## config.mk

```make
export PLATFORM = sky130hd
export DESIGN_NAME = usbem_top
export DESIGN_NICKNAME = d
export VERILOG_FILES = /design/src/pkg/usbem_pkg.sv /design/src/logic/usbem_top.sv
export SDC_FILE = /design/constraint.sdc
export NUM_CORES = 1
export LEC_CHECK = 0
export ABC_AREA = 1
export BUFFER_PORTS_ARGS = -buffer_cell sky130_fd_sc_hd__buf_2
export CORE_MARGIN = 4
export CORE_UTILIZATION = 37
export CTS_BUF_LIST = sky130_fd_sc_hd__clkbuf_16
export DETAILED_ROUTE_END_ITERATION = 16
export GPL_ROUTABILITY_DRIVEN = 0
export PLACE_DENSITY_LB_ADDON = 0.08
export SLEW_MARGIN = 20
export SYNTH_ARGS = -nofsm -noshare
export SYNTH_HDL_FRONTEND = slang
export SYNTH_SLANG_ARGS = --single-unit
```

## constraint.sdc

```tcl
create_clock -name i_clk -period 6.6 [get_ports i_clk]
set_clock_uncertainty 0.05 [all_clocks]
set_input_delay 0.33 -clock i_clk [delete_from_list [all_inputs] [get_ports i_clk]]
set_output_delay 0.33 -clock i_clk [all_outputs]
set_load 0.03 [all_outputs]
```

## src/pkg/usbem_pkg.sv

```systemverilog
// Constants, types and register map of the USB endpoint map / irq clear block
// Functional notes
// - Clear register is write-only, byte wide; every read returns all ones.
// - Writing 0 to a clear bit clears the matching bulk-out status flag.
// - Clear bits return to 1 by themselves; writing 1 does nothing.
// - Software may clear a flag before hardware clears it automatically.
// - Clear bits do nothing while their endpoint is not currently valid.
// - Bits 7/3 clear buffer-full, bits 6/2 clear null-packet for EP2/EP1.
// - Bits 5/1 clear NAK, bits 4/0 clear data-received for EP2/EP1.
// - Endpoint-1 validity steers status, feature and IN answers to EP1.
// - Link field bits 7-5: 0 none, 1-5 interfaces 0-4 alt 0, 6-7 none.
// - Link codes 110 and 111 keep EP1 invalid whatever the alt bits say.
// - A linked EP1 becomes valid once the configured flag is 1.
// - EP1 linked at alternate 0 is valid in alternates 1 to 4 only where bits 4-0 allow it.
// - Bit 4 set validates EP1 in alternate 1 when configured; default off.
// - Bit 4 only counts while bits 3-0 are all zero.
// - Bit n-1 set validates EP1 in alternate n, n 1 to 4, when configured.
package usbem_pkg;

  // ------------------------------------------------------------------
  // Register indices; byte address is four times the index
  // ------------------------------------------------------------------
  localparam logic [31:0] USBEM_IDX_IRQ_CLEAR = 32'h00200042;
  localparam logic [31:0] USBEM_IDX_EP1_MAP = 32'h00200086;
  localparam logic [31:0] USBEM_IDX_IRQ_STATUS = 32'h00200044;
  localparam logic [31:0] USBEM_IDX_IRQ_MASK = 32'h00200045;
  localparam logic [31:0] USBEM_IDX_EP_STATE = 32'h00200046;

  // ------------------------------------------------------------------
  // Reset values and field positions
  // ------------------------------------------------------------------
  localparam logic [7:0] USBEM_RST_IRQ_CLEAR = 8'hff;
  localparam logic [7:0] USBEM_RST_EP1_MAP = 8'h00;
  localparam logic [7:0] USBEM_RST_IRQ_STATUS = 8'h00;
  localparam logic [7:0] USBEM_RST_IRQ_MASK = 8'h00;
  localparam int USBEM_LINK_MSB = 7;
  localparam int USBEM_LINK_LSB = 5;
  localparam int USBEM_TWO_ALT1_BIT = 4;
  localparam int USBEM_FIVE_MSB = 3;
  localparam int USBEM_EP2_LSB = 4;
  localparam logic [2:0] USBEM_LINK_NONE = 3'h0;
  localparam logic [2:0] USBEM_LINK_IF4 = 3'h5;
  localparam int USBEM_NUM_IFACE = 5;

  // ------------------------------------------------------------------
  // Types
  // ------------------------------------------------------------------
  typedef struct packed {
    logic full;
    logic null_pkt;
    logic nak;
    logic data;
  } usbem_ep_evt_t;

  // Index 1 is EP2 (bits 7:4), index 0 is EP1 (bits 3:0)
  typedef usbem_ep_evt_t [1:0] usbem_evt_t;

  typedef struct packed {
    logic [7:0] if4;
    logic [7:0] if3;
    logic [7:0] if2;
    logic [7:0] if1;
    logic [7:0] if0;
  } usbem_alt_t;

  typedef struct packed {
    logic hsel;
    logic [1:0] htrans;
    logic [31:0] haddr;
    logic hwrite;
    logic [2:0] hsize;
    logic hready;
    logic [31:0] hwdata;
  } usbem_ahb_req_t;

  typedef enum logic [3:0] {
    USBEM_BUS_IDLE = 4'b0001,
    USBEM_BUS_WRITE = 4'b0010,
    USBEM_BUS_RDWAIT = 4'b0100,
    USBEM_BUS_RDDONE = 4'b1000
  } usbem_bus_t;

  typedef struct packed {
    usbem_bus_t bus;
    logic [31:0] idx;
    logic [31:0] hrdata;
    logic [7:0] status;
    logic [7:0] mask;
    logic [7:0] ep1_map;
  } usbem_state_t;

endpackage

```

## src/logic/usbem_top.sv

```systemverilog
// Bulk-out interrupt clear register and endpoint-1 interface mapping logic
//
// Decided for this implementation: the AHB-Lite register port.
`timescale 1ns/10ps
`default_nettype none
module usbem_top (
  input wire logic i_clk,
  input wire logic i_srst,
  input wire usbem_pkg::usbem_ahb_req_t i_ahb,
  output logic [31:0] o_hrdata,
  output logic o_hreadyout,
  output logic o_hresp,
  input wire usbem_pkg::usbem_evt_t i_hw_set,
  input wire usbem_pkg::usbem_evt_t i_hw_clr,
  input wire logic i_device_set_up_flag,
  input wire usbem_pkg::usbem_alt_t i_alt_setting,
  input wire logic i_ep2_valid,
  output logic o_ep1_valid,
  output usbem_pkg::usbem_evt_t o_bulk_out_irq_status,
  output logic o_irq
);
  import usbem_pkg::*;

  // ------------------------------------------------------------------
  // Helpers
  // ------------------------------------------------------------------
  function automatic logic [31:0] idx_of(input logic [31:0] addr);
    idx_of = {2'h0, addr[31:2]};
  endfunction

  function automatic logic is_mapped(input logic [31:0] idx);
    is_mapped = (idx == USBEM_IDX_IRQ_CLEAR) ||
                (idx == USBEM_IDX_EP1_MAP) ||
                (idx == USBEM_IDX_IRQ_STATUS) ||
                (idx == USBEM_IDX_IRQ_MASK) ||
                (idx == USBEM_IDX_EP_STATE);
  endfunction

  function automatic logic [7:0] alt_of(input usbem_alt_t alt,
                                        input logic [2:0] iface);
    logic [7:0] sel;
    sel = 8'h00;
    unique case (iface)
      3'h0: sel = alt.if0;
      3'h1: sel = alt.if1;
      3'h2: sel = alt.if2;
      3'h3: sel = alt.if3;
      3'h4: sel = alt.if4;
      default: sel = 8'h00;
    endcase
    alt_of = sel;
  endfunction

  // ------------------------------------------------------------------
  // State
  // ------------------------------------------------------------------
  usbem_state_t st_r;
  usbem_state_t st_nxt;

  logic [2:0] link;
  logic linked;
  logic [2:0] iface;
  logic [7:0] cur_alt;
  logic [3:0] five_alt;
  logic two_alt1;
  logic alt_ok;
  logic ep1_valid;
  logic take;
  logic [7:0] wr_byte;
  logic [7:0] sw_clr;
  logic [7:0] hw_set;
  logic [7:0] hw_clr;

  // ------------------------------------------------------------------
  // Endpoint-1 validity
  // ------------------------------------------------------------------
  always_comb begin
    link = st_r.ep1_map[USBEM_LINK_MSB:USBEM_LINK_LSB];
    // Codes 110 and 111 fall outside 1..5 and never link
    linked = (link != USBEM_LINK_NONE) && (link <= USBEM_LINK_IF4);
    iface = link - 3'h1;
    cur_alt = alt_of(i_alt_setting, iface);
    five_alt = st_r.ep1_map[USBEM_FIVE_MSB:0];
    two_alt1 = st_r.ep1_map[USBEM_TWO_ALT1_BIT];
    alt_ok = 1'b0;
    if (cur_alt == 8'h00) begin
      // Alternate 0 is always part of the link
      alt_ok = 1'b1;
    end else if (five_alt != 4'h0) begin
      if (cur_alt <= 8'h04) begin
        alt_ok = five_alt[cur_alt[1:0] - 2'h1];
      end
    end else begin
      // Two-series bit only counts when no five-series bit is set
      alt_ok = two_alt1 && (cur_alt == 8'h01);
    end
    ep1_valid = linked && i_device_set_up_flag && alt_ok;
  end

  // ------------------------------------------------------------------
  // Bus decode and register updates
  // ------------------------------------------------------------------
  always_comb begin
    st_nxt = st_r;
    take = i_ahb.hsel && i_ahb.hready && i_ahb.htrans[1];
    wr_byte = i_ahb.hwdata[7:0];
    sw_clr = 8'h00;
    hw_set = i_hw_set;
    hw_clr = i_hw_clr;

    unique case (st_r.bus)
      USBEM_BUS_IDLE: begin
      end
      USBEM_BUS_WRITE: begin
        if (st_r.idx == USBEM_IDX_IRQ_CLEAR) begin
          // Zeros clear; ones and the register itself hold nothing
          sw_clr = ~wr_byte;
        end
        if (st_r.idx == USBEM_IDX_EP1_MAP) begin
          st_nxt.ep1_map = wr_byte;
        end
        if (st_r.idx == USBEM_IDX_IRQ_STATUS) begin
          sw_clr = wr_byte;
        end
        if (st_r.idx == USBEM_IDX_IRQ_MASK) begin
          st_nxt.mask = wr_byte;
        end
      end
      USBEM_BUS_RDWAIT: begin
        // Read one cycle late so a write just before is seen
        st_nxt.hrdata = 32'h00000000;
        if (st_r.idx == USBEM_IDX_IRQ_CLEAR) begin
          st_nxt.hrdata = {24'h000000, USBEM_RST_IRQ_CLEAR};
        end
        if (st_r.idx == USBEM_IDX_EP1_MAP) begin
          st_nxt.hrdata = {24'h000000, st_r.ep1_map};
        end
        if (st_r.idx == USBEM_IDX_IRQ_STATUS) begin
          st_nxt.hrdata = {24'h000000, st_r.status};
        end
        if (st_r.idx == USBEM_IDX_IRQ_MASK) begin
          st_nxt.hrdata = {24'h000000, st_r.mask};
        end
        if (st_r.idx == USBEM_IDX_EP_STATE) begin
          st_nxt.hrdata = {29'h0000000, i_ep2_valid,
                           i_device_set_up_flag, ep1_valid};
        end
      end
      USBEM_BUS_RDDONE: begin
      end
    endcase

    // Endpoints not valid ignore their clear bits
    sw_clr[USBEM_EP2_LSB-1:0] = sw_clr[USBEM_EP2_LSB-1:0] &
                                {4{ep1_valid}};
    sw_clr[7:USBEM_EP2_LSB] = sw_clr[7:USBEM_EP2_LSB] &
                              {4{i_ep2_valid}};

    // Either clear drops the flag; a new event in that cycle wins
    st_nxt.status = (st_r.status & ~(hw_clr | sw_clr)) | hw_set;

    // Next bus phase; reads stall one cycle, writes answer at once
    if (st_r.bus == USBEM_BUS_RDWAIT) begin
      st_nxt.bus = USBEM_BUS_RDDONE;
    end else if (take && is_mapped(idx_of(i_ahb.haddr))) begin
      st_nxt.idx = idx_of(i_ahb.haddr);
      st_nxt.bus = i_ahb.hwrite ? USBEM_BUS_WRITE : USBEM_BUS_RDWAIT;
    end else if (take && !i_ahb.hwrite) begin
      // Unmapped reads still answer, with zero data
      st_nxt.idx = 32'h00000000;
      st_nxt.bus = USBEM_BUS_RDWAIT;
    end else begin
      st_nxt.idx = 32'h00000000;
      st_nxt.bus = USBEM_BUS_IDLE;
    end
  end

  always_ff @(posedge i_clk) begin
    if (i_srst) begin
      st_r.bus <= USBEM_BUS_IDLE;
      st_r.idx <= 32'h00000000;
      st_r.hrdata <= 32'h00000000;
      st_r.status <= USBEM_RST_IRQ_STATUS;
      st_r.mask <= USBEM_RST_IRQ_MASK;
      st_r.ep1_map <= USBEM_RST_EP1_MAP;
    end else begin
      st_r <= st_nxt;
    end
  end

  // ------------------------------------------------------------------
  // Outputs
  // ------------------------------------------------------------------
  assign o_hrdata = st_r.hrdata;
  assign o_hreadyout = (st_r.bus != USBEM_BUS_RDWAIT);
  assign o_hresp = 1'b0;
  assign o_ep1_valid = ep1_valid;
  assign o_bulk_out_irq_status = st_r.status;
  assign o_irq = |(st_r.status & st_r.mask);

endmodule
`default_nettype wire

```

* Word level (Yosys, flattened, before mapping)
Index checks and enable logic that the tools add are counted.
Storage, ports and cells: register bits after elaboration 92, bits in latches 0, RAM bits 0, memory bits (read-only) 0, bits of input ports 132, output and inout bits 44, logic and storage cells 77, memories kept 0
Operators by class: $add $sub $neg 2, multipliers 0, div/mod/pow operators 0, magnitude comparators 3, eq/ne operators 18, shifts and indexed selects 0, multiplexer cells 18, bitwise gates (word level) 8, reductions and logical operators 21
Operators by type and width (number):
- $eq 32x22->1 const B | 5
- $eq 30x22->1 const B | 5
- $mux 32 | 4
- $pmux 8 s5 | 1
- $mux 36 | 1
- $mux 35 | 1
- $mux 8 | 4
- $and 8x8->8 | 2
- $not 8->8 | 2
- $or 8x8->8 | 2
- $and 4x4->4 | 2
- $eq 8x1->1 const B | 1
- $le 8x3->1 const B | 1
- $logic_and 1x1->1 | 8
- $logic_not 8->1 | 1
- $reduce_or 8->1 | 1
- $eq 3x2->1 const B | 2
- $eq 4x2->1 const B | 1
- $eq 4x3->1 const B | 1
- $logic_or 1x1->1 | 4
- $mux 1 | 4
- $mux 4 | 1
- $ne 4x3->1 const B | 1
- $reduce_and 2->1 | 2
- 13 further kinds | 13

* Logic depth before layout (Yosys ltp)
Gate-level depths: netlist of the first run.
depth in word-level cells 15, depth in mapped cells 17, mapped depth without buffers 16

* Worst setup path before layout of the first run
No wires, ideal clock.
path kind register -> output, start point register st_r (netlist bit link[1]), end point output port o_ep1_valid, data arrival time 2446 ps, data required time 6220 ps, slack 3774 ps, cell stages (with the launch flop) 16, path buffers 1, cell sequence dfxtp_1 -> buf_2 -> nor2_1 -> ha_1 -> inv_1 -> nand3_1 -> inv_1 -> a221o_1 -> a21oi_1 -> ha_1 -> inv_1 -> o21ai_0 -> nand3_1 -> nor2_1 -> nand2_1 -> inv_1
On the way: longest elaborated chain between the ends 10, elaborated cells between the ends (all ways) 22, those cells by class add/sub (2); order compare (2); eq/ne (5); mux (6); reduce/logical (7)
RTL lines:
- start: declaration | line usbem_top.sv:57 | usbem_state_t st_r;
- start signal: assignment | line usbem_top.sv:187 | st_r <= st_nxt;
- $sub 3x1->3 | line usbem_top.sv:81 | iface = link - 3'h1;
- $eq 3x3->1 (tied with other cells) | line usbem_top.sv:43 | unique case (iface)
- $pmux 8 s5 | line usbem_top.sv:43
- $sub 2x1->2 | line usbem_top.sv:91 | alt_ok = five_alt[cur_alt[1:0] - 2'h1];
- $bmux 1 s2 | line usbem_top.sv:91
- $mux 1 (implied by the code) | line usbem_top.sv:91
- $mux 1 | line usbem_top.sv:90 | if (cur_alt <= 8'h04) begin
- $mux 1 | line usbem_top.sv:89 | end else if (five_alt != 4'h0) begin
- $mux 1 | line usbem_top.sv:86 | if (cur_alt == 8'h00) begin
- $logic_and 1x1->1 (*) | line usbem_top.sv:97 | ep1_valid = linked && i_device_set_up_flag && alt_ok;
- end: declaration | line usbem_top.sv:18 | output logic o_ep1_valid,
Every way passes the cells marked *; elsewhere a longest branch is shown, timed or not. The select of a mux whose other input is x is not followed.

* Worst setup path in the final report of the first run
Same ends and word-level chain as after synthesis.

==> flow_metrics.py, run 1 <==
metrics = {
    "logic_synthesis": {
        "synth.area.mux_share": 0,
        "ys_seq_area_frac": 0.353,
        "synthAdderAreaFrac": 0.0100,
        "synth_xor_area_frac": 0,
        "synth_cells": 559,
        "avgSynthCellArea_um2": 6.69,
        "ys_types": 37,
        "synth_compound_area_frac": 0.127,
        "yosys.area_share.simple": 0.341,
        "yosysTopAreaCellShare": 0.353,
        "synth_top_family_by_area": "simple AND/OR/NAND/NOR gates",
        "synth_seq_cells": 66,
        "netlist_area_mm2": 0.00374,
        "yosysWarnings": 0,
        "synth_top_area_cell": "dfxtp_1",
        "netlist_top_cells_area": "dfxtp_1 35%, nand2_1 12%, nor2_1 9.7%",
    },
    "clocking": {
        "clock_latency_ns": 0.33,
        "cts_made_buffers": 9,
        "cts_resized": 0,
        "post-cts-setup-buffer-count": 0,
        "clockBufferDepth": 2,
        "cts-root-buf": "clkbuf_16",
        "cts_hold_buf": 0,
        "h-tree-depth": 3,
        "cts.clk_slew.worst_paths_ns": 0.06,
        "cts.sinks": 66,
        "cts_tree": "done",
    },
    "detailed_routing": {
        "vias": 3654,
        "wl_um": 9720,
        "route.detailed.drc": 0,
        "drtIter0Drc": 161,
        "wl_per_cell_um": 12.2,
        "vias_per_cell": 4.58,
        "firstDrtPassIters": 5,
        "ant_nets": 0,
    },
    "floorplan": {
        "io_pins": 176,
        "start_util": 0.381,
        "fp.dieH_um": 109,
        "rows": 36,
        "dieArea_mm2": 0.0118,
        "die_w_um": 109,
        "core_region_area_mm2": 0.00982,
    },
    "layout": {
        "layout_common_cells": "123 x nand2_1, 120 x buf_2, 96 x nor2_1, 66 x dfxtp_1, 64 x inv_1",
        "synthToLayoutAreaGrowth_pct": 21.2,
        "fin_cells": 798,
        "num_antenna_cells": 0,
        "n_fill_cell": 1064,
        "final_nets": 795,
        "drive_above_1_share": 0.235,
        "fin_area_mm2": 0.00454,
        "mostFrequentLayoutCell": "nand2_1",
        "utilization": 0.462,
    },
    "global_routing": {
        "grt.overflow.total": 0,
        "grt_pass1_wl_um": 15800,
        "grt_max_degree": 45,
        "antenna_found_initial": 0,
        "grt_pass1_vias": 3396,
        "grtUsageTotal": 0.167,
    },
    "timing": {
        "finalCritPeriodShare": 0.545,
        "finalSetupViolCount": 0,
        "slew_headroom": 0.427,
        "tightest_slew_ns": 0.860,
        "fin_setup_tns_ns": 0,
        "finalCriticalPeriod_ns": 3.60,
        "rsz0062_at_grt": "no",
        "whs_ns": 0.158,
        "fmax_ghz": 0.278,
        "final_max_slew_viol_count": 0,
        "setup_ws_ns": 3.00,
        "timing.final.hold_violations": 0,
    },
    "min_path": {
        "holdPathEnd": "st_r[90]",
        "hp-class": "input port to flop",
        "hp-start": "i_ahb[36]",
        "whs_path_depth": 2,
    },
    "setup_path": {
        "startpoint_type": "flop",
        "crit_path_end_kind": "output pin",
        "timing.rr.start": "link[1]",
        "path_class": "flop to output pin",
        "crit_arrival_ns": 3.22,
        "reg2regPathDepth": 15,
        "r2r_setup_slack_ns": 3.57,
        "cp.required_ns": 6.22,
        "rr_endpoint": "o_bulk_out_irq_status[3]",
        "cp_max_fo": 8,
    },
    "place": {
        "dp.cells": 782,
        "dp_hpwl_um": 7780,
        "place_area_mm2": 0.00423,
        "dp_slack_ns": 3.36,
        "io_buffers": 120,
    },
    "flow_run": {
        "drv_cap": 0,
    },
    "pwr": {
        "total_power_uw": 974,
        "p_leak_nw": 2.12,
        "vdd_drop_max_mv": 0.141,
        "power_per_cell_area_mw_per_mm2": 215,
    },
    "run_status": {
        "status": "finished clean",
    },
}
-- cells by family (layout without fill, tap and decap cells) --
kind of cell,Yosys count,in the layout
buffers and inverters,121,203
adders and majority gates,3,3
AOI/OAI and AO/OA,78,78
other,1,25
DFF,66,66
and+or+nand+nor,290,290
-- cell type report --
class,instances,area [µm²],share of cell area
clock buffers,9,225,0.0497
clock inverters,7,82.6,0.0182
inverters,67,251,0.0554
multi-input cells,396,1890,0.416
flip-flops and latches,66,1320,0.291
well taps,133,166,0.0367
repair buffers,120,601,0.132
-- synth_stat cells, drive strengths merged --
cell type  number
buf            45
nand4          11
conb            1
o211ai          4
nor2          102
nor4            7
ha              3
nand2         124
nor3            7
clkbuf          9
or2             2
a221o           1
nand3b          2
a22o            1
nand3          35
o22ai           4
a211oi         17
o21bai          1
o21ai          25
a21oi          23
dfxtp          66
a221oi          2
clkinv          1
inv            66
-- sequential cells by signal, indices dropped and copies added, names as in the netlist --
name / flops
five_alt: 4
o_hrdata: 8
link: 3
o_bulk_out_irq_status: 8
st_r: 43
-- worst max path at each step --
stage | start | end
after detailed placement | link[1] | o_ep1_valid
after global placement | link[1] | o_ep1_valid
after global routing | link[1] | o_ep1_valid
after floorplan | link[1] | o_ep1_valid
final | link[1] | o_ep1_valid
after CTS | link[1] | o_ep1_valid
-- critical path: stages, from the launching register on --
cell	delay [ns]
dfxtp_1	0.52
nor2_1	0.10
ha_1	0.36
inv_1	0.12
nor3_1	0.09
a22o_1	0.20
a221o_1	0.26
a21oi_1	0.18
ha_1	0.18
inv_1	0.05
o21ai_0	0.06
nand3_1	0.09
nor2_1	0.34
nand2_1	0.09
inv_1	0.06
buf_2	0.19
-- layer usage --
layer,track usage,routed length [µm]
met1,0.219,4350
met2,0.282,4540
met5,0,0
met3,0.0346,739
met4,0.0388,97
-- report_power, final --
group / internal (mW) / leakage, nW / switching (mW)
sequential: 0.402 / 0.534 / 0.00296
clock: 0.299 / 0.145 / 0.189
combinational: 0.0295 / 1.44 / 0.0526
Power figures use the tool's default switching activity.
==> run 2: changes to the inputs <==
==> constraint.sdc (replaced) <==
create_clock -name i_clk -period 3.6 [get_ports i_clk]
set_clock_uncertainty 0.05 [all_clocks]
set_input_delay 0.18 -clock i_clk [delete_from_list [all_inputs] [get_ports i_clk]]
set_output_delay 0.18 -clock i_clk [all_outputs]
set_load 0.03 [all_outputs]
==> flow_metrics.py, run 2 (synthesis gave the netlist of run 1 again) <==
metrics = {
    "timing": {
        "fin_setup_tns_ns": 0,
        "final_max_slew_viol_count": 0,
        "finalCriticalPeriod_ns": 3.29,
        "fmax_ghz": 0.304,
        "tightest_slew_ns": 0.852,
        "timing.final.hold_violations": 0,
        "finalCritPeriodShare": 0.913,
        "rsz0062_at_grt": "no",
        "slew_headroom": 0.428,
        "finalSetupViolCount": 0,
    },
    "clocking": {
        "cts.clk_slew.worst_paths_ns": 0.06,
        "cts_hold_buf": 2,
        "cts.sinks": 66,
        "clockBufferDepth": 2,
        "cts_made_buffers": 9,
        "clock_latency_ns": 0.33,
        "post-cts-setup-buffer-count": 0,
        "cts_tree": "done",
        "h-tree-depth": 3,
        "cts_resized": 0,
        "cts-root-buf": "clkbuf_16",
    },
    "run_status": {
        "status": "finished clean",
    },
    "setup_path": {
        "crit_arrival_ns": 3.06,
        "r2r_setup_slack_ns": 0.78,
        "rr_endpoint": "o_bulk_out_irq_status[3]",
        "reg2regPathDepth": 15,
        "cp.required_ns": 3.37,
        "startpoint_type": "flop",
        "cp_max_fo": 7,
        "path_class": "flop to output pin",
        "crit_path_end_kind": "output pin",
        "timing.rr.start": "link[0]",
    },
    "global_routing": {
        "grt_max_degree": 25,
        "grt_pass1_wl_um": 15400,
        "grt.overflow.total": 0,
        "grt_pass1_vias": 3391,
        "antenna_found_initial": 0,
        "grtUsageTotal": 0.165,
    },
    "floorplan": {
        "die_w_um": 109,
        "fp.dieH_um": 109,
        "start_util": 0.381,
        "core_region_area_mm2": 0.00982,
        "io_pins": 176,
        "rows": 36,
        "dieArea_mm2": 0.0118,
    },
    "min_path": {
        "whs_path_depth": 3,
        "hp-class": "input port to flop",
        "hp-start": "i_hw_set[6]",
        "holdPathEnd": "o_bulk_out_irq_status[6]",
    },
    "detailed_routing": {
        "wl_um": 9670,
        "firstDrtPassIters": 4,
        "vias": 3678,
        "vias_per_cell": 4.58,
        "wl_per_cell_um": 12.0,
        "ant_nets": 0,
        "drtIter0Drc": 158,
        "route.detailed.drc": 0,
    },
    "layout": {
        "final_nets": 800,
        "mostFrequentLayoutCell": "nand2_1",
        "layout_common_cells": "123 x nand2_1, 120 x buf_2, 97 x nor2_1, 66 x dfxtp_1, 64 x inv_1",
        "synthToLayoutAreaGrowth_pct": 23.4,
        "top_register": "st_r",
        "drive_above_1_share": 0.236,
        "largest_reg_flops": 43,
        "num_antenna_cells": 0,
    },
    "place": {
        "dp_hpwl_um": 7920,
        "io_buffers": 120,
    },
    "pwr": {
        "total_power_mw": 1.91,
        "p_leak_nw": 2.17,
        "vdd_drop_max_mv": 0.291,
        "power_per_cell_area_mw_per_mm2": 414,
    },
    "flow_run": {
        "drv_cap": 0,
    },
}
[run 2: changes by cell type in the layout (fill, tap and decap cells not counted), sizes merged]
cell,delta
inv,-3
bufinv,+2
buf,+3
dlygate4sd3,+2
clkinv,+3
clkinvlp,-2
[run 2: worst max path at each step]
stage	from	to	slack, ns	cells past startpoint
floorplan	link[1]	o_ep1_valid	0.92	15
global placement	link[0]	o_ep1_valid	0.69	15
detailed placement	link[0]	o_ep1_valid	0.64	15
CTS	link[0]	o_ep1_valid	0.28	15
global route	link[0]	o_ep1_valid	0.01	15
finish	link[0]	o_ep1_valid	0.31	15
[run 2: where the power goes]
group / internal, mW / switching, mW
Sequential: 0.737 / 0.00544
Combinational: 0.0566 / 0.0968
Clock: 0.682 / 0.335
Total: 1.48 / 0.437
[run 2: per-stage QoR]
| stage | worst slack (ns) | util | hold WS, ns | area, µm² | std cells |
|---|---|---|---|---|---|
| 6_report | 0.313 | 0.470 | 0.0106 | 4620 | 803 |
| 5_1_grt | 0.00983 | 0.470 | 0.0216 | 4620 | 803 |
| 4_1_cts | 0.279 | 0.470 | 0.00532 | 4620 | 803 |
| 3_5_place_dp | 0.643 | 0.433 | 0.340 | 4250 | 785 |
| 3_3_place_gp | 0.686 | 0.433 | 0.335 | 4250 | 785 |
| 2_1_floorplan | 0.924 | - | 0.209 | 3830 | 583 |
[run 2: final cells by class]
cell class                 instances  area, µm²
clock inverter                     7        125
timing repair buffer             125        643
sequential                        66       1320
clock buffer                       9        225
tap                              133        166
fill                            1061       5200
multi-input combinational        396       1890
inverter                          67        251
[run 2: per-layer routing]
metal,up-vias,track usage,routed length (µm)
met4,0,0.0388,71
met5,-,0,0
met2,113,0.287,4600
li1,1958,-,-
met3,6,0.0436,751
met1,1601,0.204,4250
[run 2: worst max-delay path, cell delays in order (launching register included)]
cell and delay (ns):
dfxtp_1 0.43, nor2_1 0.10, ha_1 0.38, inv_1 0.09, nand3_1 0.10, inv_1 0.09, a221o_1 0.35, a21oi_1 0.18
ha_1 0.17, inv_1 0.04, o21ai_0 0.07, nand3_1 0.09, nor2_1 0.30, nand2_1 0.11, inv_1 0.06, buf_2 0.18
==> run 3: changes to the inputs <==
--- a/config.mk
+++ b/config.mk
@@ -6,7 +6,7 @@
 export NUM_CORES = 1
 export LEC_CHECK = 0
 export ABC_AREA = 1
-export BUFFER_PORTS_ARGS = -buffer_cell sky130_fd_sc_hd__buf_2
+export BUFFER_PORTS_ARGS = -buffer_cell sky130_fd_sc_hd__buf_4
 export CORE_MARGIN = 4
 export CORE_UTILIZATION = 37
 export CTS_BUF_LIST = sky130_fd_sc_hd__clkbuf_16
==> flow_metrics.py, run 3 (synthesis gave the netlist of run 1 again) <==
metrics = {
    "clocking": {
        "cts.clk_slew.worst_paths_ns": 0.06,
        "h-tree-depth": 3,
        "clock_latency_ns": 0.33,
        "cts.sinks": 66,
        "post-cts-setup-buffer-count": 0,
        "clockBufferDepth": 2,
        "cts-root-buf": "clkbuf_16",
        "cts_tree": "done",
        "cts_made_buffers": 9,
    },
    "min_path": {
        "whs_path_depth": 3,
        "hp-class": "input port to flop",
        "holdPathEnd": "o_bulk_out_irq_status[4]",
        "hp-start": "i_hw_set[4]",
    },
    "pwr": {
        "p_leak_nw": 2.23,
        "vdd_drop_max_mv": 0.237,
        "power_per_cell_area_mw_per_mm2": 389,
    },
    "layout": {
        "final_nets": 797,
        "fin_area_mm2": 0.00488,
        "mostFrequentLayoutCell": "nand2_1",
        "synthToLayoutAreaGrowth_pct": 30.4,
        "n_fill_cell": 1028,
        "layout_common_cells": "123 x nand2_1, 121 x buf_4, 96 x nor2_1, 66 x dfxtp_1, 64 x inv_1",
        "drive_above_1_share": 0.235,
        "utilization": 0.497,
        "num_antenna_cells": 0,
        "largest_reg_flops": 43,
        "top_register": "st_r",
    },
    "global_routing": {
        "use_met3": 0.0412,
        "grt_pass1_wl_um": 15600,
        "grt_use_met2": 0.287,
        "grt.overflow.total": 0,
        "grtUsageTotal": 0.165,
        "grt_max_degree": 45,
        "busiest_layer": "met2",
        "antenna_found_initial": 0,
        "gr-usage-met1": 0.212,
        "grt_pass1_vias": 3401,
    },
    "floorplan": {
        "fp.dieH_um": 109,
        "die_w_um": 109,
        "rows": 36,
        "io_pins": 176,
        "dieArea_mm2": 0.0118,
        "core_region_area_mm2": 0.00982,
        "start_util": 0.381,
    },
    "setup_path": {
        "timing.rr.start": "link[1]",
        "cp.required_ns": 3.37,
        "rr_endpoint": "o_bulk_out_irq_status[3]",
        "cp_max_fo": 8,
        "reg2regPathDepth": 15,
        "startpoint_type": "flop",
        "crit_arrival_ns": 3.01,
        "r2r_setup_slack_ns": 0.78,
        "path_class": "flop to output pin",
        "crit_path_end_kind": "output pin",
    },
    "detailed_routing": {
        "firstDrtPassIters": 4,
        "vias_per_cell": 4.62,
        "drtIter0Drc": 151,
        "route.detailed.drc": 0,
        "vias": 3696,
        "wl_um": 9790,
        "wl_per_cell_um": 12.2,
        "ant_nets": 0,
    },
    "place": {
        "place_area_mm2": 0.00453,
        "io_buffers": 120,
        "dp_hpwl_um": 7950,
    },
    "timing": {
        "tightest_slew_ns": 0.818,
        "slew_headroom": 0.450,
        "fmax_ghz": 0.308,
        "finalCritPeriodShare": 0.901,
        "finalSetupViolCount": 0,
        "rsz0062_at_grt": "no",
        "timing.final.hold_violations": 0,
        "final_max_slew_viol_count": 0,
        "finalCriticalPeriod_ns": 3.24,
        "fin_setup_tns_ns": 0,
    },
    "run_status": {
        "status": "finished clean",
    },
    "flow_run": {
        "drv_cap": 0,
    },
}
==> run 3: cell count changes in the layout (fill, tap and decap cells not counted), sizes merged <==
cell	delta
dlygate4sd3	-1
inv	+3
clkinvlp	+1
buf	-2
clkinv	-3
bufinv	-1
==> run 3: area by class of cell <==
cell class / count / area [µm²] / area share
tap: 133 / 166 / 0.0341
sequential: 66 / 1320 / 0.271
inverter: 67 / 251 / 0.0516
multi-input combinational: 396 / 1890 / 0.387
timing repair buffer: 122 / 918 / 0.188
clock inverter: 7 / 108 / 0.0221
clock buffer: 9 / 225 / 0.0462
==> run 3: how the worst max path moves through the flow <==
stage                     startpoint          end  cells past startpoint
final                        link[1]  o_ep1_valid                     15
after global routing         link[1]  o_ep1_valid                     15
after CTS                    link[1]  o_ep1_valid                     15
after detailed placement     link[1]  o_ep1_valid                     15
after global placement       link[1]  o_ep1_valid                     15
after floorplan              link[1]  o_ep1_valid                     15
==> run 3: worst max-delay path: stages (launching register included) <==
cell and delay [ns]:
dfxtp_1 0.49, nor2_1 0.10, ha_1 0.35, inv_1 0.11
nor3_1 0.08, a22o_1 0.19, a221o_1 0.26, a21oi_1 0.19
ha_1 0.18, inv_1 0.05, o21ai_0 0.07, nand3_1 0.10
nor2_2 0.22, nand2_1 0.09, inv_1 0.06, buf_4 0.15
==> run 3: power by group <==
part / switching, mW / internal (mW) / leakage (nW)
Clock: 0.350 / 0.621 / 0.160
Combinational: 0.0965 / 0.0886 / 1.54
Sequential: 0.00584 / 0.737 / 0.534
Total: 0.452 / 1.45 / 2.23
==> run 3: repair_timing <==
| action | 4_1_cts | 5_1_grt |
|---|---|---|
| endpoints found under the hold margin | 1 | 0 |
| hold buffers | 1 | 0 |
| endpoints found under the setup margin | 0 | 1 |
| resized for setup | 0 | 1 |
==> run 3: metal layers <==
metal	part of all wire	wire, µm	vias to the layer above
li1	-	-	1946
met1	0.45	4450	1637
met2	0.48	4700	108
met3	0.061	595	5
met4	0.0045	44	0
met5	0	0	-
==> run 3: per-stage QoR <==
stage	cells	power, mW	setup slack (ns)	hold WS, ns
after floorplan	583	0.866	0.924	0.209
after global placement	783	0.943	0.653	0.321
after detailed placement	783	0.944	0.590	0.329
after CTS	800	1.92	0.228	0.00191
after global routing	800	1.97	0.0337	0.0165
final	800	1.90	0.358	0.00883
